===== src/rlu_pkg.sv =====
// package of opcodes, relay classes and step-size limits for the bit logic unit
package rlu_pkg;

	// instruction opcodes
	typedef enum logic [4:0] {
		op_nop                 = 5'h00,
		op_begin_open_contact  = 5'h01,
		op_begin_closed_contact= 5'h02,
		op_drive_coil          = 5'h03,
		op_invert              = 5'h04,
		op_series_open_contact = 5'h05,
		op_series_closed_contact = 5'h06,
		op_par_open_contact    = 5'h07,
		op_par_closed_contact  = 5'h08,
		op_begin_rising_edge   = 5'h09,
		op_begin_falling_edge  = 5'h0a,
		op_series_rising_edge  = 5'h0b,
		op_series_falling_edge = 5'h0c,
		op_par_rising_edge     = 5'h0d,
		op_par_falling_edge    = 5'h0e,
		op_pulse_coil_rising   = 5'h0f,
		op_pulse_coil_falling  = 5'h10,
		op_toggle_coil         = 5'h11,
		op_series_block_join   = 5'h12,
		op_parallel_block_join = 5'h13,
		op_end_scan            = 5'h14
	} opcode_e;

	// relay classes of the addressed bit
	typedef enum logic [2:0] {
		cls_input    = 3'h0,
		cls_output   = 3'h1,
		cls_internal = 3'h2,
		cls_timer    = 3'h3,
		cls_counter  = 3'h4,
		cls_link     = 3'h5,
		cls_pulse    = 3'h6,
		cls_alarm    = 3'h7
	} relay_class_e;

	localparam int unsigned ADDR_W        = 16;
	localparam logic [15:0] IO_LONG_LIM   = 16'h0500; // relay 1280
	localparam logic [15:0] INT_LONG_LIM  = 16'h0460; // relay 1120
	localparam logic [15:0] TC_LONG_LIM   = 16'h0100; // contact 256
	localparam logic [1:0]  STEPS_SHORT   = 2'h1;
	localparam logic [1:0]  STEPS_LONG    = 2'h2;
	localparam logic [1:0]  STEPS_EDGE    = 2'h2;
	localparam logic [1:0]  STEPS_TOGGLE  = 2'h3;

endpackage : rlu_pkg


===== src/relay_ladder_bit_logic_unit.sv =====
// bit logic execution unit: evaluates ladder instructions per scan
// Function
// - open begin loads addressed bit
// - closed begin loads inverted bit
// - coil writes result to relay bit
// - invert complements the result
// - series contacts AND bit or complement
// - parallel contacts OR bit or complement
// - edge begin true one scan on edge
// - edge series ANDs one-scan edge term
// - edge parallel ORs one-scan edge term
// - rising pulse coil on one scan
// - falling pulse coil on one scan
// - toggle coil flips on result rise
// - series join ANDs with stacked block
// - parallel join ORs with stacked block
// - step size one, two for high addresses; edge forms and pulse coils two, toggle three
module relay_ladder_bit_logic_unit
	import rlu_pkg::*;
#(
	parameter int unsigned EDGE_SLOTS  = 16,
	parameter int unsigned STACK_DEPTH = 8
)(
	input  wire logic                          clk,
	input  wire logic                          sys_rst,
	input  wire logic                          instr_valid,
	input  wire logic [4:0]                    instr_op,
	input  wire logic [2:0]                    instr_class,
	input  wire logic [ADDR_W-1:0]             instr_addr,
	input  wire logic [$clog2(EDGE_SLOTS)-1:0] instr_slot,
	input  wire logic                          bit_value,
	input  wire logic                          first_scan,
	output logic                               result_reg,
	output logic                               wr_en_reg,
	output logic [2:0]                         wr_class_reg,
	output logic [ADDR_W-1:0]                  wr_addr_reg,
	output logic                               wr_value_reg,
	output logic [1:0]                         steps_reg,
	output logic                               stack_err_reg
);

	localparam int unsigned SW = $clog2(EDGE_SLOTS);
	localparam int unsigned PW = $clog2(STACK_DEPTH + 1);

	logic                 prev_mem [EDGE_SLOTS];
	logic [STACK_DEPTH-1:0] stack_reg;
	logic [PW-1:0]        sp_reg;
	logic                 in_rung_reg;
	logic                 result_next;
	logic                 cur_sig;
	logic                 prev_sig;
	logic                 rise;
	logic                 fall;
	logic                 is_begin;
	logic                 is_join;
	logic                 top_bit;
	opcode_e              op;

	assign op = opcode_e'(instr_op);

	// true when the instruction starts a new logic operation
	function automatic logic op_is_begin(input opcode_e o);
		return o == op_begin_open_contact || o == op_begin_closed_contact ||
			o == op_begin_rising_edge || o == op_begin_falling_edge;
	endfunction : op_is_begin

	// step count for a given instruction and operand
	function automatic logic [1:0] step_size(input opcode_e o, input logic [2:0] c,
		input logic [ADDR_W-1:0] a);
		logic lng;
		lng = 1'b0;
		unique case (relay_class_e'(c))
			cls_input, cls_output, cls_link: lng = (a >= IO_LONG_LIM);
			cls_internal, cls_alarm:         lng = (a >= INT_LONG_LIM);
			cls_timer, cls_counter:          lng = (a >= TC_LONG_LIM);
			default:                         lng = 1'b0;
		endcase
		unique case (o)
			op_begin_open_contact, op_begin_closed_contact, op_drive_coil,
			op_series_open_contact, op_series_closed_contact,
			op_par_open_contact, op_par_closed_contact:
				return lng ? STEPS_LONG : STEPS_SHORT;
			op_begin_rising_edge, op_begin_falling_edge, op_series_rising_edge,
			op_series_falling_edge, op_par_rising_edge, op_par_falling_edge,
			op_pulse_coil_rising, op_pulse_coil_falling:
				return STEPS_EDGE;
			op_toggle_coil:
				return STEPS_TOGGLE;
			default:
				return STEPS_SHORT;
		endcase
	endfunction : step_size

	// edge trigger source: operand bit for contacts, result for coils
	always_comb
	begin
		is_begin = op_is_begin(op);
		is_join  = (op == op_series_block_join) || (op == op_parallel_block_join);
		top_bit  = (sp_reg != '0) ? stack_reg[0] : 1'b0;
		cur_sig  = (op == op_pulse_coil_rising || op == op_pulse_coil_falling ||
			op == op_toggle_coil) ? result_reg : bit_value;
		prev_sig = prev_mem[instr_slot];
		rise     = cur_sig & ~prev_sig;
		fall     = ~cur_sig & prev_sig;
	end

	// next operation result
	always_comb
	begin
		result_next = result_reg;
		unique case (op)
			op_begin_open_contact:    result_next = bit_value;
			op_begin_closed_contact:  result_next = ~bit_value;
			op_invert:                result_next = ~result_reg;
			op_series_open_contact:   result_next = result_reg & bit_value;
			op_series_closed_contact: result_next = result_reg & ~bit_value;
			op_par_open_contact:      result_next = result_reg | bit_value;
			op_par_closed_contact:    result_next = result_reg | ~bit_value;
			op_begin_rising_edge:     result_next = rise;
			op_begin_falling_edge:    result_next = fall;
			op_series_rising_edge:    result_next = result_reg & rise;
			op_series_falling_edge:   result_next = result_reg & fall;
			op_par_rising_edge:       result_next = result_reg | rise;
			op_par_falling_edge:      result_next = result_reg | fall;
			op_series_block_join:     result_next = result_reg & top_bit;
			op_parallel_block_join:   result_next = result_reg | top_bit;
			default:                  result_next = result_reg;
		endcase
	end

	// operation result register
	always_ff @(posedge clk)
	begin
		if (sys_rst)
			result_reg <= 1'b0;
		else if (instr_valid)
			result_reg <= result_next;
	end

	// rung tracking: a begin inside a rung nests a block
	always_ff @(posedge clk)
	begin
		if (sys_rst)
			in_rung_reg <= 1'b0;
		else if (instr_valid)
		begin
			if (is_begin)
				in_rung_reg <= 1'b1;
			else if (op == op_end_scan)
				in_rung_reg <= 1'b0;
		end
	end

	// block stack, top at bit 0
	always_ff @(posedge clk)
	begin
		if (sys_rst)
		begin
			stack_reg     <= '0;
			sp_reg        <= '0;
			stack_err_reg <= 1'b0;
		end
		else if (instr_valid)
		begin
			if (op == op_end_scan)
			begin
				stack_reg <= '0;
				sp_reg    <= '0;
			end
			else if (is_begin && in_rung_reg)
			begin
				stack_reg <= {stack_reg[STACK_DEPTH-2:0], result_reg};
				if (sp_reg == PW'(STACK_DEPTH))
					stack_err_reg <= 1'b1;
				else
					sp_reg <= sp_reg + PW'(1);
			end
			else if (is_join)
			begin
				stack_reg <= {1'b0, stack_reg[STACK_DEPTH-1:1]};
				if (sp_reg == '0)
					stack_err_reg <= 1'b1;
				else
					sp_reg <= sp_reg - PW'(1);
			end
		end
	end

	// per-instance previous trigger values
	generate
		for (genvar g = 0; g < EDGE_SLOTS; g++)
		begin : g_edge
			always_ff @(posedge clk)
			begin
				if (sys_rst)
					prev_mem[g] <= 1'b0;
				else if (instr_valid && instr_slot == SW'(g) && step_size(op, 3'h0, '0)
					== STEPS_EDGE | op == op_toggle_coil)
					prev_mem[g] <= first_scan ? cur_sig : cur_sig;
			end
		end
	endgenerate

	// relay write port for coils
	always_ff @(posedge clk)
	begin
		if (sys_rst)
		begin
			wr_en_reg    <= 1'b0;
			wr_class_reg <= '0;
			wr_addr_reg  <= '0;
			wr_value_reg <= 1'b0;
		end
		else
		begin
			wr_class_reg <= instr_class;
			wr_addr_reg  <= instr_addr;
			wr_en_reg    <= 1'b0;
			wr_value_reg <= 1'b0;
			if (instr_valid)
			begin
				unique case (op)
					op_drive_coil:
					begin
						wr_en_reg    <= 1'b1;
						wr_value_reg <= result_reg;
					end
					op_pulse_coil_rising:
					begin
						wr_en_reg    <= 1'b1;
						wr_value_reg <= rise;
					end
					op_pulse_coil_falling:
					begin
						wr_en_reg    <= 1'b1;
						wr_value_reg <= fall;
					end
					op_toggle_coil:
					begin
						wr_en_reg    <= rise;
						wr_value_reg <= ~bit_value;
					end
					default:
						wr_en_reg <= 1'b0;
				endcase
			end
		end
	end

	// step count of the current instruction
	always_ff @(posedge clk)
	begin
		if (sys_rst)
			steps_reg <= STEPS_SHORT;
		else if (instr_valid)
			steps_reg <= step_size(op, instr_class, instr_addr);
	end

endmodule : relay_ladder_bit_logic_unit


===== config.mk =====
export PLATFORM = sky130hd
export DESIGN_NAME = relay_ladder_bit_logic_unit
export DESIGN_NICKNAME = d
export VERILOG_FILES = /design/src/rlu_pkg.sv /design/src/relay_ladder_bit_logic_unit.sv
export SDC_FILE = /design/constraint.sdc
export NUM_CORES = 1
export LEC_CHECK = 0
export BUFFER_PORTS_ARGS = -buffer_cell sky130_fd_sc_hd__buf_2
export CORE_MARGIN = 1.5
export CORE_UTILIZATION = 40
export CTS_CLUSTER_DIAMETER = 60
export DETAILED_ROUTE_END_ITERATION = 8
export SLEW_MARGIN = 20
export SYNTH_ARGS = -nofsm -noshare
export SYNTH_HDL_FRONTEND = slang
export SYNTH_SLANG_ARGS = --single-unit

===== constraint.sdc =====
create_clock -name clk -period 2.13 [get_ports clk]
set_input_delay 0.213 -clock clk [delete_from_list [all_inputs] [get_ports clk]]
set_output_delay 0.213 -clock clk [all_outputs]
set_load 0.01 [all_outputs]

==> impl_metrics.csv <==
group,metric,value,unit
run_status,status,"completed",
clocking,cts.htree.levels,2,
clocking,clkSlewWorstSetupHoldPaths,110,ps
sta,fin_skew,8.32,ps
die,start_util,41.6,%
clocking,post_cts_resized,0,
grt,antenna_found_initial,0,
die,core-area,0.00729,sq mm
synthesis,seq_area_frac_synth,40.9,%
synthesis,synth_top_area_share,25.1,%
drt,postRouteAntennaNets,0,
grt,met1_usage,24.0,%
sta,drv_slew,0,
placed_design,dp_cells,478,
clocking,cts_tree,"yes",
finish,n_fill_cell,744,
grt,grt_pass1_wl,11900,um
grt,use_met2,28.5,%
sta,period_share,92.1,%
worst_setup_path,crit_path_max_fanout,2,
synthesis,synth_top_family_by_area,"simple AND/OR/NAND/NOR gates",
grt,grt_pass1_vias,2533,
synthesis,muxShareOfSynthArea,5.07,%
synthesis,synth_fa_ha_area_share,1.81,%
drt,drtIter0Drc,94,
clocking,hold_buffers,0,
worst_setup_path,worstSetupEndpointType,"register",
synthesis,ys_top_cells_by_area,"dfxtp_1, edfxtp_1, nor2b_1",
drt,wire_per_inst,13.9,um
drt,drt-total-wl,6770,um
clocking,clock_sinks,54,
finish,layout-drive-gt1-share,29.7,%
synthesis,synth_compound_area_share,18.7,%
finish,seqCellArea,0.00124,sq mm
drt,via_count,2656,
power,powerDensity,573,mW/mm^2
placed_design,io_buffers,56,
synthesis,postSynthCellCount,325,
synthesis,synth_xor_area_share,2.27,%
placed_design,pre_cts_ws,31.7,ps
sta,timing.fmax,510,MHz
flow_run,drv_cap,0,
worst_hold_path,worstHoldPathCells,2,
die,fp-row-count,31,
grt,grt_max_degree,43,
finish,postLayoutCellArea,0.00360,sq mm
finish,area_growth,18.6,%
synthesis,syn_area,0.00304,sq mm
synthesis,synthSimpleGateAreaFrac,25.4,%
grt,grt_overflow_total,0,
clocking,clkLatencyLatePin,310,ps
finish,fin_nets,422,
die,dieArea,0.00812,sq mm
sta,layout_setup_ws,168,ps
synthesis,synthDistinctLibCells,64,
die,io_pins,58,
clocking,ctsLongestPathBuffers,2,
clocking,cts_root_buffer,"clkbuf_8",
placed_design,hpwlAfterDp,4910,um
sta,setup_viol,0,
placed_design,gp_congestion,0.835,
finish,antenna_cells,0,
worst_setup_path,r2r_cells,6,
placed_design,dpl_cell_area,0.00350,sq mm
synthesis,synth_edf_count,16,
sta,report.final.hold_viol_count,0,
sta,tns,0,ps
drt,routed_via_density,5.47,
finish,fin_cells,486,
power,ir_worst_vdd,0.000297,V
finish,multi_input_area,0.00163,sq mm
synthesis,synth_area_per_cell,9.34,sq um
sta,rsz0062_at_grt,"false",
synthesis,synthFlopType,"dfxtp_1",
synthesis,async_reset_ff_share,0,%
sta,hold_ws,103,ps
synthesis,syn_nets,361,
clocking,post-cts-setup-buffers,0,
drt,firstDrtPassIters,4,
worst_hold_path,min_path_type,"in2reg",
grt,grt_use_total,17.5,%
worst_setup_path,crit_path_start_kind,"register",
worst_setup_path,arrival,2150,ps
power,p_leak,1.34,nW
worst_setup_path,cp.required,2320,ps
sta,worst_pin_slew,754,ps
worst_setup_path,crit_type,"reg2reg",
sta,fin_crit,1960,ps
drt,drc,0,
die,dieWidth,90.1,um
grt,top_usage_layer,"met2",
sta,timing.slew.headroom,49.7,%
synthesis,yosysWarnings,0,
clocking,cts_buffers,5,
die,die_h,90.1,um
synthesis,synth-seq-cells,54,
grt,use_met3,3.21,%
synthesis,yosys.area.top_type,"dfxtp_1",
-- path summary, 6_finish.rpt --
kind,from,end,slack [ps]
setup / recovery,sp_reg[0],result_reg,170
hold / removal,instr_addr[0],wr_addr_reg[0],100
setup reg to reg,sp_reg[0],result_reg,170
hold reg to reg,stack_reg[7],stack_reg[7],470
-- worst max-delay path, stage by stage, from the launching register on --
cell       delay [ps]
dfxtp_1           320
or3_1             430
o2111ai_2         230
o41ai_1           120
a32o_1            220
a2111oi_1         400
a31oi_1           130
-- report_power, final --
group / internal (mW) / switching [mW] / leakage (nW)
clock network: 0.245 / 0.368 / 0.0502
logic: 0.147 / 0.194 / 0.810
registers: 1.10 / 0.0158 / 0.479
-- routing by layer --
metal  vias to the layer above  wire length [um]
li1                       1332                 -
met2                        70              3390
met5                         -                 0
met3                         7               290
met4                         0                57
met1                      1247              3030
-- layout make-up --
type	count	area share [%]
multi-input combinational	234	45.1
sequential	54	34.5
timing repair buffer	83	13.4
tap	99	3.44
clock buffer	5	1.91
inverter	8	0.834
clock inverter	3	0.799
-- Yosys cell counts (all sizes together) (2+ instances only) --
| master | number |
|---|---|
| o31a | 3 |
| ha | 2 |
| mux2i | 3 |
| mux4 | 4 |
| clkbuf | 13 |
| or3 | 6 |
| dfxtp | 38 |
| o41ai | 2 |
| o32a | 2 |
| nor2 | 25 |
| and3 | 2 |
| o21ai | 12 |
| inv | 7 |
| o31ai | 4 |
| nor4 | 19 |
| edfxtp | 16 |
| or4 | 2 |
| mux2 | 3 |
| or4b | 2 |
| a31oi | 4 |
| nor3 | 4 |
| nand2b | 4 |
| nand2 | 24 |
| a311oi | 7 |
| a21oi | 11 |
| nor2b | 21 |
| a32oi | 2 |
| or2 | 2 |
| xnor2 | 4 |
| o21bai | 16 |
| buf | 16 |
| o32ai | 2 |
| xor2 | 3 |
| nand3 | 18 |
| a211oi | 2 |
-- stage by stage --
step | power, mW | utilization, %
2_1_floorplan | 1.36 | -
3_3_place_gp | 1.47 | 47.9
3_5_place_dp | 1.48 | 47.9
4_1_cts | 2.08 | 49.3
5_1_grt | 2.17 | 49.4
6_report | 2.06 | 49.4
-- placed cells by master (no fill, tap or decap), types with 3 or more instances in the layout --
master | netlist | final
mux4_2 | 4 | 4
nand2b_1 | 4 | 4
a311oi_1 | 7 | 7
buf_4 | 2 | 27
mux2_2 | 3 | 3
xnor2_1 | 4 | 4
edfxtp_1 | 16 | 16
o21bai_1 | 16 | 16
or3_1 | 6 | 6
nor4_1 | 13 | 13
nor2_1 | 25 | 25
nor4_2 | 6 | 6
a31oi_1 | 4 | 4
buf_2 | 7 | 56
nand3_1 | 18 | 18
nor2b_1 | 21 | 21
nand2_1 | 23 | 23
o31ai_1 | 4 | 4
clkbuf_8 | 0 | 5
mux2i_1 | 3 | 3
inv_1 | 7 | 7
o21ai_0 | 10 | 10
dfxtp_1 | 38 | 38
a21oi_1 | 11 | 11
nor3_1 | 4 | 4
-- cell families (layout without fill, tap and decap cells) --
kind of cell | after synthesis | count (layout)
multiplexers | 10 | 10
AND/OR/NAND/NOR | 136 | 136
adder cells (fa/ha/maj) | 4 | 4
XOR/XNOR | 7 | 7
flip-flops | 54 | 54
AO/OA/AOI/OAI | 77 | 77
buffers and inverters | 37 | 99
Power figures use the tool's default switching activity.
